## config.mk

```make
export PLATFORM = sky130hd
export DESIGN_NAME = csr_bank
export DESIGN_NICKNAME = d
export VERILOG_FILES = /design/src/csr_pkg.sv /design/src/csr_bank.sv /design/src/csr_flag.sv
export SDC_FILE = /design/constraint.sdc
export NUM_CORES = 1
export LEC_CHECK = 0
export ABC_CLOCK_PERIOD_IN_PS = 800
export BUFFER_PORTS_ARGS = -buffer_cell sky130_fd_sc_hd__buf_2
export CELL_PAD_IN_SITES_DETAIL_PLACEMENT = 2
export CELL_PAD_IN_SITES_GLOBAL_PLACEMENT = 2
export CORE_ASPECT_RATIO = 1.5
export CORE_UTILIZATION = 25
export CTS_BUF_LIST = sky130_fd_sc_hd__clkbuf_8
export CTS_CLUSTER_SIZE = 20
export DETAILED_ROUTE_END_ITERATION = 12
export PLACE_DENSITY_LB_ADDON = 0.15
export SLEW_MARGIN = 20
export SYNTH_ARGS = -nofsm -noshare
export SYNTH_HDL_FRONTEND = slang
export SYNTH_SLANG_ARGS = --single-unit
```

## constraint.sdc

```tcl
create_clock -name clk -period 0.8 [get_ports clk]
set_input_delay 0.12 -clock clk [delete_from_list [all_inputs] [get_ports clk]]
set_output_delay 0.12 -clock clk [all_outputs]
set_load 0.01 [all_outputs]
```

## src/csr_pkg.sv

```systemverilog
// constants for the card status word and relative address register
package csr_pkg;

   // ****************************************
   // widths
   // ****************************************
   localparam int CSR_WORD_W = 32;
   localparam int CSR_RCA_W = 16;
   localparam int CSR_STATE_W = 4;
   localparam int CSR_FLAG_N = 10;

   // ****************************************
   // clear-by-read flag indices into event vectors
   // ****************************************
   localparam int CSR_IX_RANGE = 0;
   localparam int CSR_IX_ADDR = 1;
   localparam int CSR_IX_BLKLEN = 2;
   localparam int CSR_IX_ERSEQ = 3;
   localparam int CSR_IX_ERSEL = 4;
   localparam int CSR_IX_WPROG = 5;
   localparam int CSR_IX_GENERAL = 6;
   localparam int CSR_IX_REWRITE = 7;
   localparam int CSR_IX_WPSKIP = 8;
   localparam int CSR_IX_ERRESET = 9;

   // ****************************************
   // bit positions in the status word
   // ****************************************
   localparam int CSR_POS_RANGE = 31;
   localparam int CSR_POS_ADDR = 30;
   localparam int CSR_POS_BLKLEN = 29;
   localparam int CSR_POS_ERSEQ = 28;
   localparam int CSR_POS_ERSEL = 27;
   localparam int CSR_POS_WPROG = 26;
   localparam int CSR_POS_CRC = 23;
   localparam int CSR_POS_ILLEGAL = 22;
   localparam int CSR_POS_GENERAL = 19;
   localparam int CSR_POS_REWRITE = 16;
   localparam int CSR_POS_WPSKIP = 15;
   localparam int CSR_POS_ECCOFF = 14;
   localparam int CSR_POS_ERRESET = 13;
   localparam int CSR_POS_STATE_LSB = 9;
   localparam int CSR_POS_READY = 8;

   localparam int CSR_FLAG_POS [CSR_FLAG_N] = '{
      CSR_POS_RANGE, CSR_POS_ADDR, CSR_POS_BLKLEN, CSR_POS_ERSEQ, CSR_POS_ERSEL,
      CSR_POS_WPROG, CSR_POS_GENERAL, CSR_POS_REWRITE, CSR_POS_WPSKIP, CSR_POS_ERRESET};

   // bits 25-24, 21-20, 18, 17, 7-0 always zero
   localparam logic [CSR_WORD_W-1:0] CSR_ZERO_MASK = 32'h033600ff;

   // ****************************************
   // state codes and reset values
   // ****************************************
   localparam logic [CSR_STATE_W-1:0] CSR_ST_IDLE = 4'h0;
   localparam logic [CSR_STATE_W-1:0] CSR_ST_READY = 4'h1;
   localparam logic [CSR_STATE_W-1:0] CSR_ST_IDENT = 4'h2;
   localparam logic [CSR_STATE_W-1:0] CSR_ST_STBY = 4'h3;
   localparam logic [CSR_STATE_W-1:0] CSR_ST_TRAN = 4'h4;
   localparam logic [CSR_STATE_W-1:0] CSR_ST_DATA = 4'h5;
   localparam logic [CSR_STATE_W-1:0] CSR_ST_RCV = 4'h6;
   localparam logic [CSR_STATE_W-1:0] CSR_ST_PRG = 4'h7;
   localparam logic [CSR_STATE_W-1:0] CSR_ST_DIS = 4'h8;

   localparam logic [CSR_WORD_W-1:0] CSR_WORD_RST = 32'h00000000;
   localparam logic [CSR_RCA_W-1:0] CSR_RCA_RST = 16'h0000;
   localparam logic CSR_FLAG_RST = 1'b0;

endpackage

```

## src/csr_bank.sv

```systemverilog
// card status word and relative card address register bank
module csr_bank
   import csr_pkg::*;
(
   input wire logic clk,
   input wire logic rst_b,
   input wire logic ce,
   input wire logic spi_mode,
   input wire logic cmd_rx,
   input wire logic cmd_crc_bad,
   input wire logic cmd_illegal,
   input wire logic [CSR_FLAG_N-1:0] cmd_err_ev,
   input wire logic [CSR_FLAG_N-1:0] exec_err_ev,
   input wire logic [CSR_STATE_W-1:0] card_state,
   input wire logic ecc_off,
   input wire logic buf_ready,
   input wire logic rca_load,
   input wire logic [CSR_RCA_W-1:0] rca_in,
   output logic resp_valid,
   output logic [CSR_WORD_W-1:0] resp_word,
   output logic [CSR_RCA_W-1:0] rca_out
);

   // ****************************************
   // state
   // ****************************************
   typedef struct packed {
      logic crc_fault;
      logic bad_cmd_for_state;
      logic resp_valid;
      logic [CSR_WORD_W-1:0] resp_word;
      logic [CSR_RCA_W-1:0] relative_card_address;
      logic [CSR_RCA_W-1:0] rca_out;
   } csr_bank_st_t;

   csr_bank_st_t st_r;
   csr_bank_st_t st_nxt;
   logic [CSR_FLAG_N-1:0] cflag;
   logic cmd_ok;
   logic status_read;
   logic [CSR_WORD_W-1:0] word_now;

   assign cmd_ok = cmd_rx & ~cmd_crc_bad & ~cmd_illegal;
   // a valid response carries the status, which is the read that clears
   assign status_read = cmd_ok & ~spi_mode;

   // ****************************************
   // clear-by-read flags
   // ****************************************
   genvar gi;
   generate
      for (gi = 0; gi < CSR_FLAG_N; gi++) begin : g_flag
         csr_flag u_flag (
            .clk(clk),
            .rst_b(rst_b),
            .ce(ce),
            .set(exec_err_ev[gi]),
            .clr(status_read),
            .q(cflag[gi])
         );
      end
   endgenerate

   // ****************************************
   // status word assembly
   // ****************************************
   always_comb begin
      word_now = CSR_WORD_RST;
      for (int i = 0; i < CSR_FLAG_N; i++) begin
         word_now[CSR_FLAG_POS[i]] = cflag[i] | cmd_err_ev[i];
      end
      word_now[CSR_POS_CRC] = st_r.crc_fault;
      word_now[CSR_POS_ILLEGAL] = st_r.bad_cmd_for_state;
      word_now[CSR_POS_ECCOFF] = ecc_off;
      word_now[CSR_POS_STATE_LSB +: CSR_STATE_W] = card_state;
      word_now[CSR_POS_READY] = buf_ready;
      word_now = word_now & ~CSR_ZERO_MASK;
   end

   // ****************************************
   // next state
   // ****************************************
   always_comb begin
      st_nxt = st_r;
      if (ce) begin
         st_nxt.resp_valid = status_read;
         if (status_read) begin
            st_nxt.resp_word = word_now;
         end
         if (cmd_rx) begin
            st_nxt.crc_fault = cmd_crc_bad;
            st_nxt.bad_cmd_for_state = cmd_illegal & ~cmd_crc_bad;
         end
         if (rca_load) begin
            st_nxt.relative_card_address = rca_in;
         end
         st_nxt.rca_out = spi_mode ? CSR_RCA_RST : st_nxt.relative_card_address;
      end
   end

   always_ff @(posedge clk or negedge rst_b) begin
      if (!rst_b) begin
         st_r <= '{crc_fault: 1'b0, bad_cmd_for_state: 1'b0, resp_valid: 1'b0,
                   resp_word: CSR_WORD_RST, relative_card_address: CSR_RCA_RST,
                   rca_out: CSR_RCA_RST};
      end else begin
         st_r <= st_nxt;
      end
   end

   assign resp_valid = st_r.resp_valid;
   assign resp_word = st_r.resp_word;
   assign rca_out = st_r.rca_out;
endmodule

```

## src/csr_flag.sv

```systemverilog
// one sticky status flag, set wins over clear
module csr_flag
   import csr_pkg::*;
(
   input wire logic clk,
   input wire logic rst_b,
   input wire logic ce,
   input wire logic set,
   input wire logic clr,
   output logic q
);

   typedef struct packed {
      logic q;
   } csr_flag_st_t;

   csr_flag_st_t st_r;
   csr_flag_st_t st_nxt;

   always_comb begin
      st_nxt = st_r;
      if (ce) begin
         if (set) begin
            st_nxt.q = 1'b1;
         end else if (clr) begin
            st_nxt.q = 1'b0;
         end
      end
   end

   always_ff @(posedge clk or negedge rst_b) begin
      if (!rst_b) begin
         st_r <= '{q: CSR_FLAG_RST};
      end else begin
         st_r <= st_nxt;
      end
   end

   assign q = st_r.q;

endmodule

```

======== After elaboration in Yosys (flattened, before gate mapping) ========
Index checks and enable logic that the tools add are counted.
W data, S select, Z words.
storage, ports and cells
  register bits ........................... 63
  input bits .............................. 50
  output and inout bits ................... 49
  word-level logic and storage cells ...... 68
cells by class
  multiplexer cells ....................... 13
  bitwise gates (word level) .............. 17
  reduce and logical (&&, ||, !) cells .... 22
operators by type and width
  kind                count
  $mux W16            2
  $reduce_and A2 Y1   12
  $reduce_bool A2 Y1  10
  $mux W1             11
  $or A1 B1 Y1        10
  $and A1 B1 Y1       4
  $not A1 Y1          3

======== Logic depth before layout (Yosys ltp) ========
Gate-level depths: netlist of run 1.
  word-level depth ........................ 6
  gate-level depth with buffers ........... 4
  mapped depth without buffers ............ 3

======== Hierarchy ========
A second synthesis of run 1 with hierarchy kept.
unflattened totals
  cell total of the unflattened synthesis .. 238
  area, all modules ....................... 2966.6 um^2
by module, submodules not included
  module    instances  cells an instance  area an instance (um^2)  sequential area each (um^2)
  csr_bank  1          208                2591.2                   1326.3
  csr_flag  10         3                  37.5                     25.0

======== Worst setup path after synthesis of run 1 ========
OpenSTA, ideal clock, no wires.
  kind .................................... input -> register
  start point ............................. input rca_load
  end point ............................... register st_r[22] in the netlist's numbering
  library setup time ...................... 125 ps
  arrival time ............................ 1058 ps
  required time ........................... 675 ps
  path slack .............................. -382 ps
  cell stages on the path ................. 4
  path buffers ............................ 2
  cells stage by stage .................... buf_2 > nand2_1 > buf_2 > mux2_2
between the ends
  longest elaborated chain between the ends .. 1
RTL lines
  element                 line             text
  start: declaration      csr_bank.sv:17   input wire logic rca_load,
  $mux W16                csr_bank.sv:94   if (rca_load) begin
  end signal: assignment  csr_bank.sv:103  st_r <= '{crc_fault: 1'b0, bad_cmd_for_state: 1'b0, resp_valid: 1'b0,
  end signal: assignment  csr_bank.sv:107  st_r <= st_nxt;
  end: declaration        csr_bank.sv:36   csr_bank_st_t st_r;
No other way between the ends.
A chain may end at the register's enable or synchronous reset.

======== Worst setup path in the final report of run 1 ========
  start point ............................. register st_r (netlist bit rca_out[15])
  end point ............................... output rca_out[15]
RTL lines
  element           line            text
  end: declaration  csr_bank.sv:21  output logic [CSR_RCA_W-1:0] rca_out
No word-level cell between the ends.

==> results of run 1 <==
## power by group through the flow
stage	combinational, mW	sequential, mW	clock, mW
global route	1.86	3.81	2.62
detailed placement	1.33	3.82	0
global placement	1.30	3.81	0
floorplan	1.10	3.76	0
CTS	1.58	3.77	2.54
finish	1.70	3.77	2.43
## routing by layer
metal / part of all wire / wire [um] / up-vias
met5: 0 / 0 / -
met4: 0.023 / 169 / 0
met3: 0.040 / 294 / 10
met2: 0.56 / 4140 / 54
met1: 0.38 / 2810 / 1036
li1: - / - / 954
## flip-flops by register name, summed over array words and instances, names as in the netlist
register and cells:
resp_word 18, st_r 18, rca_out 16, g_flag.u_flag.q 10, resp_valid 1
## path summary, 6_finish.rpt
check,start,endpoint,slack [ps],cells past startpoint
max in group asynchronous,rst_b,resp_word[9],310,3
worst min register to register,g_flag[2].u_flag.q,g_flag[2].u_flag.q,500,1
worst min-delay path,exec_err_ev[3],g_flag[3].u_flag.q,20,2
worst max register to register,resp_word[23],resp_word[23],-90,2
min in group asynchronous,rst_b,st_r[17],300,3
worst max-delay path,rca_out[15],rca_out[15],-210,1
## repair_timing
item	4_1_cts	5_1_grt
endpoints found under the setup margin	63	65
endpoints found under the hold margin	73	0
buffers inserted	12	16
hold buffers	11	0
gates cloned	2	0
gates resized for setup	28	9
pin swaps	3	3
## cell families (layout without fill, tap and decap cells)
| logic type | count (synthesis) | in the layout | synth area share |
|---|---|---|---|
| flops | 63 | 63 | 0.537 |
| mux | 51 | 51 | 0.185 |
| simple gates | 17 | 18 | 0.0328 |
| other cells | 1 | 14 | 0.00128 |
| buf+inv | 85 | 173 | 0.177 |
| compound gates | 28 | 28 | 0.0674 |
## placed cells by master, fill, tap and decap left out, types with 9 or more instances in the layout
master and n:
o22ai_1 15, conb_1 14, dlygate4sd3_1 11, nor2_1 10
mux2i_1 26, mux2_2 9, mux2_4 16, buf_12 9
a22o_1 10, dfrtp_1 63, buf_4 24, inv_1 28
buf_2 73, buf_6 13, clkbuf_8 11
## cell type report
| cell class | instances | area share |
|---|---|---|
| sequential | 63 | 0.390 |
| tap | 150 | 0.0465 |
| clock buffer | 11 | 0.0375 |
| timing repair buffer | 132 | 0.251 |
| multi-input combinational | 111 | 0.247 |
| clock inverter | 3 | 0.00310 |
| inverter | 27 | 0.0251 |
==> flow_metrics.py, run 1 <==
metrics = {
    "worst_setup_path": {
        "start_kind": "flip-flop",
        "cp.arrival_ps": 890,
        "crit_family": "flip-flops",
        "cp-end-kind": "output pin",
        "slowest_stage": "dfrtp_1",
        "path_class": "flip-flop to output pin",
        "slowest_delay_ps": 400,
        "cp_max_fo": 2,
        "crit_buf_inv": 1,
        "cp_cell_sequence": "buf_2",
        "cp.required_ps": 680,
    },
    "global_route": {
        "grt_overflow": 0,
        "gr-usage-met2": 0.238,
        "grtUsageMet1": 0.138,
        "grt_pass1_vias": 2267,
        "grt_pass1_wl_um": 11900,
        "use_met3": 0.0282,
        "antenna_found_initial": 0,
        "grt.total_usage": 0.130,
        "grt_max_degree": 33,
        "global_route.peak_usage_layer": "met2",
    },
    "timing": {
        "fin_crit_sh": 1.26,
        "timing.hold.ws_ps": 16.8,
        "setup-violations-final": 63,
        "skew_ps": 4.85,
        "period_minus_slack_ps": 1010,
        "slew_viol_final": 0,
        "finalSetupTns_ps": -8100,
        "max_freq_mhz": 995,
        "fin_ws_ps": -205,
        "grt_setup_unrepaired": "true",
        "hold_viol_final": 0,
    },
    "placement": {
        "gp_congestion": 0.637,
        "placedCellCount": 445,
        "dp_hpwl_um": 4850,
        "portBuffers": 84,
        "place_area_um2": 3380,
        "pre_cts_ws_ps": -521,
    },
    "detailed_routing": {
        "ant_nets": 0,
        "drt_iter0_drc": 23,
        "vias": 2054,
        "drc": 0,
        "dr.pass1.iters": 3,
        "via_per_inst": 4.13,
        "wl_per_cell_um": 14.9,
        "wirelength_um": 7410,
    },
    "power_and_ir_drop": {
        "p_int_mw": 5.79,
        "share_comb_of_total_power": 0.215,
        "swShare": 0.267,
        "powerDensity_nw_per_um2": 1960,
        "p_clk_frac": 0.307,
        "p_leak_nw": 2.02,
        "seq_power_share": 0.478,
        "p_switching_mw": 2.11,
        "fin_total_pwr_mw": 7.90,
        "ir_worst_vdd_mv": 0.648,
    },
    "die": {
        "die_h_um": 135,
        "die_area_um2": 12200,
        "rows": 48,
        "core_um2": 11500,
        "start_util": 0.256,
        "dieWidth_um": 90.5,
        "ioPinCount": 99,
    },
    "finish": {
        "final_area_um2": 4040,
        "utilization": 0.352,
        "area_delta_synth_final_pct": 37.6,
        "seq_area_um2": 1580,
        "nets": 394,
        "n_antenna_cell": 0,
        "multiInputGateArea_um2": 996,
        "finalNonFillerCells": 497,
        "nFillCells": 1244,
        "drive_gt1_frac": 0.476,
    },
    "run_status": {
        "status": "finished, violations left",
        "violations": "setup timing",
    },
    "yosys": {
        "synthFlopType": "dfrtp_1",
        "synth_area_um2": 2930,
        "ys_types": 18,
        "synth_edf_count": 0,
        "yosysMostFrequentCell": "dfrtp_1",
        "yosysWarnings": 0,
        "synth_top_area_share": 0.537,
        "synth_common_cells": "dfrtp_1 (63), buf_4 (50), inv_1 (27), mux2i_1 (26), mux2_2 (25)",
        "syn_avg_cell_area_um2": 12.0,
        "seq_area_frac_synth": 0.537,
        "synthCells": 245,
        "synth_seq_cells": 63,
        "synth_area_leader_cell": "dfrtp_1",
        "async_flop_share": 1.00,
        "synth_area_leaders": "dfrtp_1 (54%), buf_4 (13%), mux2_2 (9.6%)",
    },
    "clocking": {
        "tritoncts": "yes",
        "clock_sinks": 63,
        "clk_latency_ps": 340,
        "cts_buffers": 9,
        "cts_max_level": 3,
        "clock_path_buffers": 2,
        "cts_root_buf": "clkbuf_8",
        "clkTransAtPathRegs_ps": 60,
    },
    "job": {
        "maxCapViolCount": 0,
    },
    "hold_path": {
        "min_path_type": "input port to flip-flop",
    },
}
No activity file was read; power rests on OpenSTA's default activity.
==> run 2, diff against run 1 <==
--- a/config.mk
+++ b/config.mk
@@ -7,8 +7,8 @@
 export LEC_CHECK = 0
 export ABC_CLOCK_PERIOD_IN_PS = 800
 export BUFFER_PORTS_ARGS = -buffer_cell sky130_fd_sc_hd__buf_2
-export CELL_PAD_IN_SITES_DETAIL_PLACEMENT = 2
-export CELL_PAD_IN_SITES_GLOBAL_PLACEMENT = 2
+export CELL_PAD_IN_SITES_DETAIL_PLACEMENT = 0
+export CELL_PAD_IN_SITES_GLOBAL_PLACEMENT = 1
 export CORE_ASPECT_RATIO = 1.5
 export CORE_UTILIZATION = 25
 export CTS_BUF_LIST = sky130_fd_sc_hd__clkbuf_8
==> flow_metrics.py, run 2 (synthesis gave the netlist of run 1 again) <==
metrics = {
    "die": {
        "dieWidth_um": 90.5,
        "core_um2": 11500,
        "die_h_um": 135,
        "start_util": 0.256,
        "rows": 48,
        "ioPinCount": 99,
        "die_area_um2": 12200,
    },
    "global_route": {
        "antenna_found_initial": 0,
        "grtUsageMet1": 0.143,
        "gr-usage-met2": 0.202,
        "global_route.peak_usage_layer": "met2",
        "grt_pass1_wl_um": 11200,
        "grt_overflow": 0,
        "grt.total_usage": 0.123,
        "grt_pass1_vias": 2145,
        "grt_max_degree": 37,
        "use_met3": 0.0304,
    },
    "timing": {
        "slew_viol_final": 0,
        "fin_ws_ps": -220,
        "period_minus_slack_ps": 1020,
        "max_freq_mhz": 981,
        "setup-violations-final": 64,
        "fin_crit_sh": 1.27,
        "skew_ps": 8.37,
        "hold_viol_final": 0,
        "grt_setup_unrepaired": "true",
    },
    "detailed_routing": {
        "wl_per_cell_um": 13.8,
        "vias": 2046,
        "drt_iter0_drc": 63,
        "via_per_inst": 4.04,
        "dr.pass1.iters": 8,
        "drc": 0,
        "ant_nets": 0,
        "wirelength_um": 6990,
    },
    "clocking": {
        "clock_path_buffers": 2,
        "clkTransAtPathRegs_ps": 80,
        "tritoncts": "yes",
        "cts_buffers": 9,
        "clock_sinks": 63,
        "clk_latency_ps": 350,
        "cts_root_buf": "clkbuf_8",
        "cts_max_level": 3,
    },
    "worst_setup_path": {
        "crit_buf_inv": 1,
        "cp.arrival_ps": 900,
        "cp-end-kind": "output pin",
        "path_class": "flip-flop to output pin",
        "slowest_delay_ps": 400,
        "cp_cell_sequence": "buf_2",
        "cp.required_ps": 680,
        "slowest_stage": "dfrtp_1",
        "start_kind": "flip-flop",
        "cp_max_fo": 2,
        "crit_family": "flip-flops",
    },
    "power_and_ir_drop": {
        "powerDensity_nw_per_um2": 1970,
        "p_leak_nw": 2.06,
        "ir_worst_vdd_mv": 0.753,
    },
    "finish": {
        "final_cell_mix": "buf_2 (77), dfrtp_1 (63), inv_1 (26), mux2i_1 (26), buf_4 (23)",
        "n_antenna_cell": 0,
        "nets": 401,
        "area_delta_synth_final_pct": 39.6,
        "mostFrequentLayoutCell": "buf_2",
        "nFillCells": 1182,
        "final_area_um2": 4100,
        "drive_gt1_frac": 0.475,
    },
    "placement": {
        "dp_hpwl_um": 4430,
        "gp_congestion": 0.633,
        "place_area_um2": 3380,
        "portBuffers": 84,
        "pre_cts_ws_ps": -534,
    },
    "hold_path": {
        "min_path_type": "input port to flip-flop",
    },
    "job": {
        "maxCapViolCount": 0,
    },
    "run_status": {
        "violations": "setup timing",
        "status": "finished, violations left",
    },
}
[run 2: what timing repair did]
item	CTS	global route
setup buffers	10	14
hold buffers	17	0
setup endpoints to repair	63	60
gates cloned	2	1
endpoints found under the hold margin	79	0
resized for setup	18	9
pin swaps	4	3
[run 2: worst paths after layout]
| kind | cells past startpoint | slack [ps] | to | start |
|---|---|---|---|---|
| worst max-delay path | 1 | -220 | resp_word[27] | resp_word[27] |
| min in group asynchronous | 3 | 300 | resp_word[12] | rst_b |
| max in group asynchronous | 3 | 290 | resp_valid | rst_b |
| worst min register to register | 1 | 510 | st_r[22] | st_r[22] |
| worst max register to register | 2 | -90 | resp_word[10] | resp_word[10] |
| worst min-delay path | 2 | 20 | st_r[25] | rca_in[9] |
[run 2: area by class of cell]
type | instances | area (um^2) | area share
clock buffer | 9 | 124 | 0.0302
sequential | 63 | 1580 | 0.385
timing repair buffer | 138 | 1050 | 0.256
inverter | 27 | 101 | 0.0247
multi-input combinational | 112 | 992 | 0.242
clock inverter | 7 | 63.8 | 0.0156
tap | 150 | 188 | 0.0458
[run 2: metrics by stage]
step / TNS, ps / util / instances / power (mW) / hold slack, ps
after floorplan: -8830 / - / 258 / 4.86 / -176
after global placement: -20390 / 0.295 / 446 / 5.11 / 124
after detailed placement: -20770 / 0.295 / 446 / 5.13 / 127
after CTS: -8810 / 0.343 / 491 / 8.15 / 1.76
after global routing: -10390 / 0.357 / 506 / 8.55 / 6.51
final: -8260 / 0.357 / 506 / 8.09 / 19.9
[run 2: metal layers]
| metal | share of wire | vias to the layer above |
|---|---|---|
| met5 | 0 | - |
| met4 | 0.030 | 0 |
| met3 | 0.042 | 12 |
| met2 | 0.51 | 57 |
| met1 | 0.42 | 1000 |
| li1 | - | 977 |
[run 2: power breakdown]
| part | internal, mW | switching (mW) | total, mW |
|---|---|---|---|
| Combinational | 0.945 | 0.673 | 1.62 |
| Clock | 1.41 | 1.29 | 2.70 |
| Sequential | 3.56 | 0.203 | 3.77 |
==> run 3, diff against run 2 <==
--- a/config.mk
+++ b/config.mk
@@ -14,7 +14,7 @@
 export CTS_BUF_LIST = sky130_fd_sc_hd__clkbuf_8
 export CTS_CLUSTER_SIZE = 20
 export DETAILED_ROUTE_END_ITERATION = 12
-export PLACE_DENSITY_LB_ADDON = 0.15
+export PLACE_DENSITY = 0.65
 export SLEW_MARGIN = 20
 export SYNTH_ARGS = -nofsm -noshare
 export SYNTH_HDL_FRONTEND = slang
==> flow_metrics.py, run 3 (synthesis gave the netlist of run 1 again) <==
metrics = {
    "worst_setup_path": {
        "path_class": "flip-flop to output pin",
        "cp-end-kind": "output pin",
        "cp_max_fo": 2,
        "crit_buf_inv": 1,
        "r2r_cells": 2,
        "cp_cell_sequence": "buf_2",
        "cp.required_ps": 680,
        "crit_family": "flip-flops",
        "slowest_stage": "dfrtp_1",
        "slowest_delay_ps": 390,
        "start_kind": "flip-flop",
        "cp.arrival_ps": 860,
        "cp_num_cells": 1,
    },
    "placement": {
        "dp_hpwl_um": 4330,
        "portBuffers": 84,
        "pre_cts_ws_ps": -510,
        "gp_congestion": 0.676,
    },
    "finish": {
        "area_delta_synth_final_pct": 35.0,
        "final_cell_mix": "buf_2 (76), dfrtp_1 (63), buf_4 (26)",
        "nets": 390,
        "mostFrequentLayoutCell": "buf_2",
        "n_antenna_cell": 0,
        "drive_gt1_frac": 0.494,
        "nFillCells": 1181,
    },
    "die": {
        "die_h_um": 135,
        "die_area_um2": 12200,
        "start_util": 0.256,
        "ioPinCount": 99,
        "rows": 48,
        "core_um2": 11500,
        "dieWidth_um": 90.5,
    },
    "power_and_ir_drop": {
        "p_switching_mw": 2.03,
        "p_int_mw": 5.83,
        "swShare": 0.258,
        "share_comb_of_total_power": 0.207,
        "p_clk_frac": 0.314,
        "p_leak_nw": 2.00,
        "seq_power_share": 0.479,
        "powerDensity_nw_per_um2": 1980,
        "ir_worst_vdd_mv": 0.669,
    },
    "timing": {
        "setup-violations-final": 60,
        "fin_ws_ps": -184,
        "hold_viol_final": 0,
        "grt_setup_unrepaired": "true",
        "max_freq_mhz": 1020,
        "period_minus_slack_ps": 984,
        "timing.hold.ws_ps": 25.7,
        "fin_crit_sh": 1.23,
        "skew_ps": 7.46,
        "slew_viol_final": 0,
    },
    "hold_path": {
        "min_path_type": "input port to flip-flop",
        "hold_depth": 2,
    },
    "global_route": {
        "grt_pass1_vias": 2029,
        "grt_max_degree": 64,
        "grt_overflow": 0,
        "grt.total_usage": 0.117,
        "grt_pass1_wl_um": 10600,
        "antenna_found_initial": 0,
    },
    "job": {
        "maxCapViolCount": 0,
    },
    "clocking": {
        "tritoncts": "yes",
        "clock_sinks": 63,
        "cts_max_level": 3,
        "cts_buffers": 9,
        "clkTransAtPathRegs_ps": 70,
        "clk_latency_ps": 330,
        "clock_path_buffers": 2,
        "cts_root_buf": "clkbuf_8",
    },
    "detailed_routing": {
        "drt_iter0_drc": 51,
        "wirelength_um": 6820,
        "drc": 0,
        "vias": 1981,
        "dr.pass1.iters": 4,
        "via_per_inst": 4.03,
        "wl_per_cell_um": 13.9,
        "ant_nets": 0,
    },
    "run_status": {
        "violations": "setup timing",
        "status": "finished, violations left",
    },
}
## run 3: final cells by class
class,instances,area [um^2],area share
Tap cell,150,188,0.0474
Timing Repair Buffer,128,928,0.234
Clock inverter,1,5.00,0.00126
Inverter,27,101,0.0256
Clock buffer,12,165,0.0417
Multi-Input combinational cell,111,997,0.252
Sequential cell,63,1580,0.398
## run 3: per-stage QoR
stage	cell area [um^2]	setup TNS (ps)	util	total power, mW	std cells
after floorplan	3080	-8830	-	4.86	258
after global placement	3360	-18690	0.293	5.08	445
after detailed placement	3360	-19640	0.293	5.12	445
after CTS	3880	-8800	0.339	7.92	482
after global routing	3960	-9670	0.345	8.32	492
final	3960	-7950	0.345	7.85	492
## run 3: worst paths after layout
| path | start | endpoint | slack [ps] |
|---|---|---|---|
| max in group asynchronous | rst_b | st_r[26] | 170 |
| max | resp_word[12] | resp_word[12] | -180 |
| min in group asynchronous | rst_b | rca_out[3] | 310 |
| min reg2reg | g_flag[2].u_flag.q | g_flag[2].u_flag.q | 500 |
| max reg2reg | resp_word[8] | resp_word[8] | -90 |
| min | buf_ready | resp_word[8] | 30 |
## run 3: repair_timing
| action | in CTS | in global routing |
|---|---|---|
| pin swaps | 1 | 2 |
| hold endpoints to repair | 68 | 1 |
| endpoints found under the setup margin | 63 | 62 |
| gates cloned | 2 | 0 |
| buffers inserted | 16 | 10 |
| gates resized for setup | 27 | 6 |
| hold buffers | 6 | 1 |
## run 3: power groups by stage
stage	clock (mW)	sequential [mW]	combinational (mW)
floorplan	0	3.76	1.10
global placement	0	3.80	1.28
detailed placement	0	3.82	1.30
CTS	2.59	3.76	1.56
global route	2.75	3.80	1.77
finish	2.46	3.76	1.63
## run 3: layer usage
metal | wire (um) | vias to the layer above | global-route usage
li1 | - | 948 | -
met1 | 2710 | 965 | 0.130
met2 | 3670 | 60 | 0.208
met3 | 332 | 8 | 0.0343
met4 | 105 | 0 | 0.0484
met5 | 0 | - | 0
